### src/hw/gcb_defs.vh
// Offsets, field positions and reset values of the global control bank.
`ifndef GCB_DEFS_VH
`define GCB_DEFS_VH
`define GCB_OFS_FACTORY 8'h0A
`define GCB_OFS_CONTROL 8'h0B
`define GCB_OFS_RESERVED 8'h0C
`define GCB_OFS_SCRATCH1 8'h0D
`define GCB_OFS_SCRATCH2 8'h0E
`define GCB_OFS_SCRATCH3 8'h0F
`define GCB_RST_FACTORY 8'h24
`define GCB_RST_SCRATCH 8'h00
`define GCB_RST_RESERVED 8'h00
`define GCB_RST_CONTROL 8'h08
`define GCB_RST_UNMAPPED 8'h00
`define GCB_CONTROL_MASK 8'h7E
`define GCB_STRAP_SETTLE 2'h2
`define GCB_BIT_POWER_SAVE 6
`define GCB_BIT_ERROR_DROP 5
`define GCB_BIT_TEST_MODE 4
`define GCB_BIT_LOOP_HIGH 3
`define GCB_BIT_LOOP_LOW 2
`define GCB_BIT_LED_MODE 1
`define GCB_LOOP_PORT2_MAC 2'h2
`endif

### src/hw/gcb_global_control_bank.v
// Global control register bank with loopback policy and LED mapping.
`default_nettype none
`include "gcb_defs.vh"

// Notes on behaviour
// RULE_01: Factory test byte at 0x0A, resets 0x24.
// RULE_02: Control bit 6 enables PHY power saving.
// RULE_03: Error-drop set: drop OAM and errored frames.
// RULE_04: Error-drop clear: drop OAM, loop all others.
// RULE_05: Loop position code 1 0 selects port-two MAC.
// RULE_06: Loop high resets 1; low from strap.
// RULE_07: LED mode bit drives low select only.
// RULE_08: LED select chooses per-port indicator meanings.
// RULE_09: Byte 0x0C reserved, reads 0x00.
// RULE_10: Three scratch bytes 0x0D-0x0F, reset 0x00.
// RULE_11: Control bits 7 and 0 read zero.
module gcb_global_control_bank (
  // Clock and reset
  input wire clk,
  input wire rst,
  // Register access
  input wire [7:0] reg_addr,
  input wire reg_wr,
  input wire [7:0] reg_wdata,
  output reg [7:0] reg_rdata,
  // Strap pins
  input wire loop_position_strap,
  input wire error_drop_strap,
  input wire led_select_high_strap,
  // Frame classification from the datapath
  input wire frame_valid,
  input wire frame_is_oam,
  input wire frame_crc_err,
  input wire frame_undersize,
  input wire frame_oversize,
  output wire frame_drop,
  output wire frame_loop,
  // Steering outputs
  output wire phy_power_save,
  output wire loop_at_port2_mac,
  output wire test_mode,
  output wire led_select_low,
  output wire led_select_high,
  // Per-port status and indicators
  input wire link_up,
  input wire activity,
  input wire full_duplex,
  input wire collision,
  input wire speed_100,
  output reg port_indicator_0,
  output reg port_indicator_1,
  output reg port_indicator_2,
  output reg port_indicator_3
);

  // ==========================================================
  // Strap synchronisers and capture on the third clock after reset release
  // ==========================================================
  reg [2:0] strap_s1_q;
  reg [2:0] strap_s2_q;
  reg strap_done_q;
  reg led_high_q;
  always @(posedge clk or posedge rst) begin
    if (rst) begin
      strap_s1_q <= 3'h0;
      strap_s2_q <= 3'h0;
    end else begin
      strap_s1_q <= {led_select_high_strap, error_drop_strap, loop_position_strap};
      strap_s2_q <= strap_s1_q;
    end
  end

  // ==========================================================
  // Registers
  // ==========================================================
  reg [7:0] factory_q;
  reg [7:0] control_q;
  reg [7:0] scratch1_q;
  reg [7:0] scratch2_q;
  reg [7:0] scratch3_q;
  // Strap-loaded bits are taken once, when the synchroniser has settled after reset.
  reg [1:0] settle_q;
  always @(posedge clk or posedge rst) begin
    if (rst) begin
      factory_q <= `GCB_RST_FACTORY; // RULE_01
      control_q <= `GCB_RST_CONTROL; // RULE_06
      scratch1_q <= `GCB_RST_SCRATCH; // RULE_10
      scratch2_q <= `GCB_RST_SCRATCH;
      scratch3_q <= `GCB_RST_SCRATCH;
      settle_q <= 2'h0;
      strap_done_q <= 1'b0;
      led_high_q <= 1'b0;
    end else begin
      // The strap load comes first so that a write to the control byte in the
      // same cycle overrides the strapped bits.
      if (!strap_done_q) begin
        settle_q <= settle_q + 2'h1;
        if (settle_q == `GCB_STRAP_SETTLE) begin
          strap_done_q <= 1'b1;
          control_q[`GCB_BIT_LOOP_LOW] <= strap_s2_q[0]; // RULE_06
          control_q[`GCB_BIT_ERROR_DROP] <= strap_s2_q[1];
          led_high_q <= strap_s2_q[2]; // RULE_07
        end
      end
      if (reg_wr) begin
        case (reg_addr)
          `GCB_OFS_FACTORY: begin
            factory_q <= reg_wdata; // RULE_01
          end
          `GCB_OFS_CONTROL: begin
            control_q <= reg_wdata & `GCB_CONTROL_MASK; // RULE_11
          end
          `GCB_OFS_SCRATCH1: begin
            scratch1_q <= reg_wdata; // RULE_10
          end
          `GCB_OFS_SCRATCH2: begin
            scratch2_q <= reg_wdata; // RULE_10
          end
          `GCB_OFS_SCRATCH3: begin
            scratch3_q <= reg_wdata; // RULE_10
          end
          default: begin
          end
        endcase
      end
    end
  end

  // ==========================================================
  // Read path
  // ==========================================================
  // Reads are combinational, so the addressed value stands as long as the address.
  always @* begin
    case (reg_addr)
      `GCB_OFS_FACTORY: begin
        reg_rdata = factory_q; // RULE_01
      end
      `GCB_OFS_CONTROL: begin
        reg_rdata = control_q & `GCB_CONTROL_MASK; // RULE_11
      end
      `GCB_OFS_RESERVED: begin
        reg_rdata = `GCB_RST_RESERVED; // RULE_09
      end
      `GCB_OFS_SCRATCH1: begin
        reg_rdata = scratch1_q; // RULE_10
      end
      `GCB_OFS_SCRATCH2: begin
        reg_rdata = scratch2_q; // RULE_10
      end
      `GCB_OFS_SCRATCH3: begin
        reg_rdata = scratch3_q; // RULE_10
      end
      default: begin
        reg_rdata = `GCB_RST_UNMAPPED;
      end
    endcase
  end

  // ==========================================================
  // Control field views
  // ==========================================================
  wire ctl_power_save = control_q[`GCB_BIT_POWER_SAVE];
  wire ctl_test_mode = control_q[`GCB_BIT_TEST_MODE];
  wire [1:0] ctl_loop_code = {control_q[`GCB_BIT_LOOP_HIGH], control_q[`GCB_BIT_LOOP_LOW]};
  wire ctl_led_mode = control_q[`GCB_BIT_LED_MODE];

  // ==========================================================
  // Steering and frame policy
  // ==========================================================
  assign phy_power_save = ctl_power_save; // RULE_02
  // The test-mode bit is stored and shown; software is expected to keep it clear.
  assign test_mode = ctl_test_mode; // RULE_11
  // Only code 1 0 is defined; reserved codes select no loopback point.
  assign loop_at_port2_mac = (ctl_loop_code == `GCB_LOOP_PORT2_MAC); // RULE_05
  // OAM frames are always dropped; errored frames only when error-drop is set.
  wire frame_err = frame_crc_err | frame_undersize | frame_oversize;
  wire drop_err = control_q[`GCB_BIT_ERROR_DROP];
  assign frame_drop = frame_valid & (frame_is_oam | (drop_err & frame_err)); // RULE_03 RULE_04
  assign frame_loop = frame_valid & loop_at_port2_mac & ~frame_drop; // RULE_03 RULE_04

  // ==========================================================
  // LED mapping
  // ==========================================================
  // Indicators are registered so that they change only on the clock.
  assign led_select_low = ctl_led_mode; // RULE_07
  assign led_select_high = led_high_q; // RULE_07
  wire [1:0] led_sel = {led_select_high, led_select_low};
  always @(posedge clk or posedge rst) begin
    if (rst) begin
      port_indicator_0 <= 1'b0;
      port_indicator_1 <= 1'b0;
      port_indicator_2 <= 1'b0;
      port_indicator_3 <= 1'b0;
    end else begin
      case (led_sel) // RULE_08
        2'h0: begin
          port_indicator_3 <= 1'b0;
          port_indicator_2 <= link_up & ~activity;
          port_indicator_1 <= full_duplex & ~collision;
          port_indicator_0 <= speed_100;
        end
        2'h1: begin
          port_indicator_3 <= 1'b0;
          port_indicator_2 <= link_up & speed_100 & ~activity;
          port_indicator_1 <= link_up & ~speed_100 & ~activity;
          port_indicator_0 <= full_duplex;
        end
        2'h2: begin
          port_indicator_3 <= activity;
          port_indicator_2 <= link_up;
          port_indicator_1 <= full_duplex & ~collision;
          port_indicator_0 <= speed_100;
        end
        // Code 1 1 has no defined meaning, so all indicators stay dark.
        default: begin
          port_indicator_3 <= 1'b0;
          port_indicator_2 <= 1'b0;
          port_indicator_1 <= 1'b0;
          port_indicator_0 <= 1'b0;
        end
      endcase
    end
  end

endmodule
`default_nettype wire

### config.mk
export PLATFORM = sky130hd
export DESIGN_NAME = gcb_global_control_bank
export DESIGN_NICKNAME = d
export VERILOG_FILES = /design/src/hw/gcb_global_control_bank.v
export VERILOG_INCLUDE_DIRS = /design/src /design/src/hw
export SDC_FILE = /design/constraint.sdc
export NUM_CORES = 1
export LEC_CHECK = 0
export ABC_AREA = 1
export BUFFER_PORTS_ARGS = -buffer_cell sky130_fd_sc_hd__buf_2
export CAP_MARGIN = 10
export CORE_UTILIZATION = 40
export DETAILED_ROUTE_END_ITERATION = 8
export GPL_TIMING_DRIVEN = 0
export PLACE_DENSITY_LB_ADDON = 0.25
export SYNTH_ARGS = -nofsm -noshare
export SYNTH_HDL_FRONTEND = slang
export SYNTH_SLANG_ARGS = --single-unit
### constraint.sdc
create_clock -name clk -period 2.2 [get_ports clk]
set_input_delay 0 -clock clk [delete_from_list [all_inputs] [get_ports clk]]
set_output_delay 0 -clock clk [all_outputs]
set_load 0.05 [all_outputs]
==> flow_summary.toml, run 1 <==
[sta]
fin_tns_setup_ns = 0
final-hold-violation-count = 0
rsz0062_at_grt = "no"
finalSetupViolCount = 0
slew_viol_final = 0
min_period_over_period = 0.662
tightest_slew_ns = 0.476
fin_crit_ns = 1.46
finalClockSkew_ns = 0.00157
slew_headroom = 0.682
timing.fmax_mhz = 686

[synthesis]
postSynth.asyncResetShare = 1.00
synth_adder_area_share = 0.00484
syn-cell-area_sq_um = 2590
synth_cell_types = 27
ys_seq_elements = 52
synthFlopType = "dfrtp_1"
synth-edff-count = 0
yosysSeqAreaShare = 0.505
synth_warnings = 0
synth_xor_area_frac = 0.00339
synthCells = 319
syn_area_per_cell_sq_um = 8.11
yosys.area_share.simple = 0.353
synth_compound_area_frac = 0.0692
syn-num-nets = 352
synth_top_family_by_area = "simple AND/OR/NAND/NOR gates"
synthMuxAreaShare = 0

[die]
chipHeight_microns = 82.4
core-area_sq_um = 6060
initial_core_util = 0.427
die_width_microns = 82.4
num_io_pins = 51
rows = 28
die-area_sq_um = 6790

[global_routing]
grt_max_degree = 32
grt_pass1_wl_mm = 10.4
antenna_found_initial = 0
overflow = 0
grt_pass1_vias = 2255
grt_util_all_layers = 0.208

[clock_network]
cts_tree = "built"
clk_latency_ns = 0.31
clock-sinks = 52
cts.htree.levels = 2
cts.clk_slew.worst_paths_ns = 0.09
root_buffer = "clkbuf_8"
cts_setup_buffers = 0
cts_buffer_depth = 2
cts_made_buffers = 5

[finish]
drive_above_1_share = 0.225
syn_to_final_growth_pct = 24.8
nets = 428
diodes = 0

[drt]
drt-vias-per-instance = 4.89
routed_wl_mm = 6.11
drc_errors = 0
vias = 2303
drtIter0Drc = 114
firstDrtPassIters = 4
detail_route.wl_per_cell_microns = 13.0
postRouteAntennaNets = 0

[place]
numPortBuffers = 50
gp_congestion = 0.796
place_hpwl_mm = 4.49

[pwr]
powerDensity_nw_per_um2 = 578
leakagePower_nw = 1.83
ir_worst_vdd_v = 0.000291
finalPower_mw = 1.86

[run]
maxCapViolCount = 0

[critical_path]
cp-start-kind = "register"
path_class = "reg2reg"
required_ns = 2.45
critical_path.max_fanout = 5
cp-end-kind = "register"
crit_arrival_ns = 1.71

[outcome]
status = "complete, no violations"

[hold_path]
hold_class = "in2reg"
[placed cells by master, fill, tap and decap left out, types with 2 or more instances in the layout]
cell type      synthesis  final
buf_2                  0     50
buf_6                  4      4
clkbuf_1               2      2
clkbuf_8               0      6
dfrtp_1               49     49
dfstp_2                3      3
dlygate4sd3_1          0     18
inv_1                 26     25
inv_2                  3      4
nand2_1              116    116
nand2_4                4      4
nand3_1               35     35
nand4_1                3      3
nor2_1                19     19
nor2_4                 9      9
nor3_1                 2      2
o21ai_0               28     28
o21ai_1                4      4
[cells by family after synthesis]
logic type / count (synthesis)
DFF: 52
and+or+nand+nor: 194
AOI/OAI and AO/OA: 35
buffers and inverters: 36
xor gates and xnor gates: 1
adders and majority gates: 1
[path summary, 6_finish.rpt]
kind	from	to	slack (ns)	depth (start not counted)
min reg2reg	strap_s1_q[0]	strap_s2_q[0]	0.36	0
max in group asynchronous	rst	factory_q[5]	1.35	4
min	speed_100	port_indicator_2	0.06	5
max reg2reg	control_q[1]	port_indicator_1	0.74	5
max	control_q[1]	port_indicator_1	0.74	5
min in group asynchronous	rst	settle_q[1]	0.24	3
[cells in the mapped netlist (all sizes together) (2+ instances only)]
cell type / count / share of area
clkbuf: 2 / 0.0029
dfstp: 3 / 0.030
nor3: 2 / 0.0039
nor2: 30 / 0.077
nand2: 121 / 0.19
buf: 5 / 0.020
o21ai: 32 / 0.062
nand3: 36 / 0.072
dfrtp: 49 / 0.47
nand4: 3 / 0.0073
inv: 29 / 0.042
[critical path, stage by stage (launching register included)]
cell,delay (ns)
dfrtp_1,0.43
inv_1,0.11
nor2_1,0.13
nand2_1,0.09
o22ai_1,0.10
dlygate4sd3_1,0.55
[layout make-up]
type                            count  area, sq um
Clock inverter                      2         13.8
Sequential cell                    52         1310
Buffer                              7         60.1
Multi-Input combinational cell    231         1110
Inverter                           29          109
Clock buffer                        6         82.6
Tap cell                           75         93.8
Timing Repair Buffer               69          450
Fill cell                         614         2830
[metrics by stage]
step / worst slack (ns) / utilization / std cells / instance area, sq um / hold slack [ns]
finish: 0.743 / 0.532 / 471 / 3230 / 0.0631
global route: 0.589 / 0.532 / 471 / 3230 / 0.101
CTS: 0.743 / 0.532 / 471 / 3230 / 0.0723
detailed placement: 0.917 / 0.487 / 445 / 2950 / 0.0432
global placement: 0.269 / 0.483 / 444 / 2930 / 0.110
floorplan: 0.184 / - / 319 / 2590 / 0.0314
[where the power goes]
part | leakage [nW] | internal [mW] | switching, mW
registers | 0.649 | 1.01 | 0.0236
clock network | 0.0516 | 0.258 | 0.320
logic | 1.13 | 0.0878 | 0.168
total | 1.83 | 1.35 | 0.512
[state kept, by name (all words and copies together) (netlist names)]
signal,flops
port_indicator_1,1
control_q,6
port_indicator_2,1
scratch2_q,8
strap_s1_q,3
port_indicator_0,1
port_indicator_3,1
scratch3_q,8
scratch1_q,8
factory_q,8
settle_q,2
strap_s2_q,3
strap_done_q,1
led_select_high,1
[layer usage]
layer  part of all wire  global-route usage  wire (microns)  vias to the layer above
li1                   -                   -               -                     1168
met2               0.49               0.358            2990                       46
met4              0.017              0.0737             106                        0
met3              0.042              0.0330             259                        8
met1               0.45               0.263            2760                     1081
met5                  0                   0               0                        -
[what timing repair did]
item	CTS	global route
resized for setup	0	0
hold buffers	18	0
hold endpoints to repair	64	0
No activity file was read; power rests on OpenSTA's default activity.
==> run 2, diff against run 1 <==
Settings changed: ABC_AREA 1 to 0.
Clock period 2.2 ns to 1.3 ns, I/O delays scaled along.
==> flow_summary.toml, run 2 <==
[outcome]
status = "finished with violations"
violations = "negative setup slack"

[pwr]
power_frac_comb = 0.139
ir_worst_vdd_v = 0.000626
switchingPower_mw = 0.819
p_int_mw = 2.56
leakagePower_nw = 1.65
p_sw_frac = 0.242
p_clk_frac = 0.344
seq_power_share = 0.517
powerDensity_nw_per_um2 = 963

[synthesis]
yosys.area_share.simple = 0.103
synth_warnings = 0
synth_adder_area_share = 0.00520
synth_xor_area_frac = 0.00364
synth_cell_types = 37
synthFlopType = "dfrtp_1"
ys_seq_elements = 52
synth_top_family_by_area = "multiplexers"
synth-edff-count = 0
synthMuxAreaShare = 0.262
yosysTopAreaCellShare = 0.510
synth_commonest_cells = "mux2_2, dfrtp_1, a21oi_1"
yosysSeqAreaShare = 0.542
syn_area_per_cell_sq_um = 13.5
synth_compound_area_frac = 0.0567
postSynth.asyncResetShare = 1.00
syn-cell-area_sq_um = 2410
synth.largest_area_cell = "dfrtp_1"
synth.most_common_cell = "mux2_2"
syn-num-nets = 211
synthCells = 178
yosys-top-cells-area = "dfrtp_1, mux2_2, dfstp_2, nor3_4, a22oi_1"

[finish]
mostFrequentLayoutCells = "dfrtp_1, buf_2, mux2_4"
drive_above_1_share = 0.624
final_common_cell = "dfrtp_1"
final_area_sq_um = 3510
nets = 295
final_core_util = 0.622
syn_to_final_growth_pct = 45.8
diodes = 0

[place]
gp_congestion = 0.693
numPortBuffers = 49
place_area_sq_um = 2920
place_hpwl_mm = 3.52
pre_cts_ws_ns = -0.694

[global_routing]
grt_util_all_layers = 0.193
grt_pass1_wl_mm = 9.06
grt_pass1_vias = 1807
grt_max_degree = 29
overflow = 0
antenna_found_initial = 0

[sta]
timing.fmax_mhz = 674
finalClockSkew_ns = 0.00196
slew_headroom = 0.628
fin_crit_ns = 1.48
fin_tns_setup_ns = -0.980
final-hold-violation-count = 0
tightest_slew_ns = 0.558
min_period_over_period = 1.14
fin_ws_ns = -0.183
holdWs_ns = 0.281
slew_viol_final = 0
finalSetupViolCount = 12
rsz0062_at_grt = "yes"

[run]
maxCapViolCount = 0

[die]
num_io_pins = 51
die_width_microns = 79.6
initial_core_util = 0.426
die-area_sq_um = 6330
chipHeight_microns = 79.6
rows = 27
core-area_sq_um = 5640

[clock_network]
cts_tree = "built"
root_buffer = "clkbuf_8"
cts.htree.levels = 2
clock-sinks = 52
cts_buffer_depth = 2
cts_made_buffers = 5
clk_latency_ns = 0.30
cts.clk_slew.worst_paths_ns = 0.09

[drt]
drtIter0Drc = 118
postRouteAntennaNets = 0
routed_wl_mm = 5.67
drc_errors = 0
drt-vias-per-instance = 5.07
firstDrtPassIters = 4
vias = 1698
detail_route.wl_per_cell_microns = 16.9

[critical_path]
critical_path.max_fanout = 3
required_ns = 1.50
cp-start-kind = "register"
crit_arrival_ns = 1.68
reg2reg_depth = 5
path_class = "reg2reg"
cp-end-kind = "register"

[hold_path]
hold_class = "in2async"
run 2: worst max-delay path, cell delays in order, from the launching register on:
cell and delay (ns):
dfrtp_1 0.39, inv_1 0.06, ha_2 0.16, nor2b_4 0.19, mux2_4 0.31, mux2_4 0.26
run 2: timing repair:
action | CTS | global route
pin swaps | 12 | 9
endpoints found under the setup margin | 48 | 29
hold buffers | 17 | 0
endpoints found under the hold margin | 65 | 0
setup buffers | 11 | 3
resized for setup | 40 | 11
run 2: path summary, 6_finish.rpt:
| path | startpoint | end | slack (ns) |
|---|---|---|---|
| worst max-delay path | settle_q[0] | control_q[2] | -0.18 |
| worst max register to register | settle_q[0] | control_q[2] | -0.18 |
| max in group asynchronous | rst | factory_q[2] | 0.42 |
| min in group clk | error_drop_strap | strap_s1_q[1] | 0.33 |
| worst min register to register | strap_s1_q[1] | strap_s2_q[1] | 0.35 |
| worst min-delay path | rst | settle_q[0] | 0.28 |
run 2: kinds of logic (layout without fill, tap and decap cells):
family / count (synthesis) / after routing
buffers and inverters: 15 / 100
multiplexers: 56 / 56
AO/OA/AOI/OAI: 21 / 21
adder cells (fa/ha/maj): 1 / 1
XOR/XNOR: 1 / 1
AND/OR/NAND/NOR: 32 / 32
flip-flops: 52 / 52
run 2: final cells by class:
type	instances	area, sq um
Inverter	6	22.5
Timing Repair Buffer	81	658
Tap cell	72	90.1
Buffer	5	30.0
Sequential cell	52	1310
Clock buffer	6	82.6
Multi-Input combinational cell	111	1280
Fill cell	426	2130
Clock inverter	2	38.8
run 2: through the flow:
step / power, mW / std cells
detailed placement: 2.16 / 300
global placement: 2.14 / 299
global route: 3.53 / 335
CTS: 3.40 / 332
floorplan: 2.02 / 178
finish: 3.38 / 335
run 2: layer usage:
| metal | GRT usage | share of wire | up-vias |
|---|---|---|---|
| li1 | - | - | 810 |
| met2 | 0.321 | 0.50 | 24 |
| met4 | 0.0709 | 0.011 | 0 |
| met5 | 0 | 0 | - |
| met3 | 0.0354 | 0.027 | 5 |
| met1 | 0.250 | 0.46 | 859 |
run 2: power by group through the flow:
| stage | clock, mW | combinational [mW] | sequential (mW) |
|---|---|---|---|
| after floorplan | 0 | 0.217 | 1.80 |
| after global placement | 0 | 0.376 | 1.77 |
| after detailed placement | 0 | 0.390 | 1.77 |
| after CTS | 1.20 | 0.456 | 1.74 |
| after global routing | 1.26 | 0.506 | 1.76 |
| final | 1.16 | 0.470 | 1.74 |
==> run 3, diff against run 2 <==
Settings changed: SETUP_SLACK_MARGIN from default to 0.02.
Clock period 1.3 ns to 1.5 ns, I/O delays scaled along.
==> flow_summary.toml, run 3 (synthesized netlist as in run 2, its figures left out) <==
[outcome]
status = "complete, no violations"

[finish]
final_common_cell = "mux2_2"
multiInputGateArea_sq_um = 1190
final_area_sq_um = 3280
diodes = 0
fill_cells = 484
nets = 286
mostFrequentLayoutCells = "mux2_2, dfrtp_1, buf_2"
stdcell_count = 325
syn_to_final_growth_pct = 36.3
seqCellArea_sq_um = 1310
final_core_util = 0.581
drive_above_1_share = 0.581

[die]
die-area_sq_um = 6330
initial_core_util = 0.426
rows = 27
core-area_sq_um = 5640
chipHeight_microns = 79.6
num_io_pins = 51
die_width_microns = 79.6

[drt]
drt-vias-per-instance = 5.26
detail_route.wl_per_cell_microns = 16.5
drtIter0Drc = 53
firstDrtPassIters = 4
routed_wl_mm = 5.36
postRouteAntennaNets = 0
drc_errors = 0
vias = 1710

[critical_path]
required_ns = 1.70
r2r-end = "control_q[5]"
cpPeakStageDelay_ns = 0.39
reg2reg_depth = 5
timing.rr.start = "settle_q[0]"
cp-end-kind = "register"
cp-start-kind = "register"
critical_path.max_fanout = 3
path_class = "reg2reg"
cpMaxStageDelayCell = "dfrtp_1"
crit_chain = "inv_1 > ha_2 > nor2b_4 > mux2_4 > mux2_2"
crit_arrival_ns = 1.68
rrSetupSlack_ns = 0.02

[clock_network]
cts_buffer_depth = 2
cts_tree = "built"
root_buffer = "clkbuf_8"
clock-sinks = 52
clk_latency_ns = 0.30
cts_made_buffers = 5
cts.htree.levels = 2
cts.clk_slew.worst_paths_ns = 0.09

[sta]
timing.fmax_mhz = 675
final-hold-violation-count = 0
tightest_slew_ns = 0.546
rsz0062_at_grt = "yes"
finalClockSkew_ns = 0.00256
slew_headroom = 0.636
finalSetupViolCount = 0
fin_crit_ns = 1.48
slew_viol_final = 0
min_period_over_period = 0.988

[pwr]
finalPower_mw = 2.81
powerDensity_nw_per_um2 = 857
ir_worst_vdd_v = 0.000511
leakagePower_nw = 1.53

[run]
maxCapViolCount = 0

[place]
placed_cells = 300
numPortBuffers = 49
place_area_sq_um = 2880
place_hpwl_mm = 3.43
gp_congestion = 0.781

[global_routing]
grt_pass1_vias = 1706
antenna_found_initial = 0
overflow = 0
grt_util_all_layers = 0.189
grt_max_degree = 43
grt_pass1_wl_mm = 8.73

[hold_path]
worstHoldEndpoint = "scratch3_q[3]"
worstHoldStart = "reg_wdata[3]"
holdPathStages = 2
hold_class = "in2reg"
[run 3: worst max-delay path by stage]
stage	from	end	slack, ns	cells after the start
after floorplan	reg_addr[7]	reg_rdata[0]	-0.03	5
after global placement	rst	factory_q[4]	-0.45	2
after detailed placement	reg_addr[1]	scratch2_q[1]	-0.36	5
after CTS	reg_addr[7]	reg_rdata[5]	0.002	6
after global routing	scratch1_q[0]	reg_rdata[0]	-0.05	4
final	settle_q[0]	control_q[5]	0.02	5
[run 3: timing repair]
item                                    4_1_cts  5_1_grt
gates resized for setup                      23        9
endpoints found under the setup margin       26       19
hold endpoints to repair                     89        0
hold buffers                                 17        0
pin swaps                                     1        1
setup buffers                                 2        1
cloned                                        0        0
[run 3: final cells by class]
type | instances | area share
buffer | 7 | 0.0149
clock buffer | 6 | 0.0221
clock inverter | 1 | 0.00916
inverter | 6 | 0.00687
multi-input combinational | 111 | 0.364
sequential | 52 | 0.398
tap | 72 | 0.0275
timing repair buffer | 70 | 0.158
[run 3: routing by layer]
metal / track usage / up-vias / part of all wire
li1: - / 798 / -
met1: 0.233 / 857 / 0.43
met2: 0.327 / 44 / 0.51
met3: 0.0400 / 11 / 0.038
met4: 0.0582 / 0 / 0.021
met5: 0 / - / 0
[run 3: critical path, delay by kind of cell (launching register included)]
kind | cells | cell delay (ns)
DFF | 1 | 0.39
adders and majority gates | 1 | 0.16
buffers and inverters | 1 | 0.07
muxes | 2 | 0.56
and+or+nand+nor | 1 | 0.18
[run 3: power by group]
| group | internal [mW] | switching [mW] | total, mW |
|---|---|---|---|
| Sequential | 1.47 | 0.0362 | 1.51 |
| Combinational | 0.171 | 0.201 | 0.372 |
| Clock | 0.490 | 0.442 | 0.931 |
[run 3: stage by stage]
| step | hold WS (ns) | TNS [ns] | setup WS, ns |
|---|---|---|---|
| final | 0.0139 | 0 | 0.0176 |
| after global routing | 0.0224 | -0.258 | -0.0511 |
| after floorplan | 0.0314 | -0.128 | -0.0271 |
| after global placement | 0.109 | -34.69 | -0.451 |
| after CTS | 0.00356 | 0 | 0.00177 |
| after detailed placement | -0.0564 | -12.87 | -0.364 |
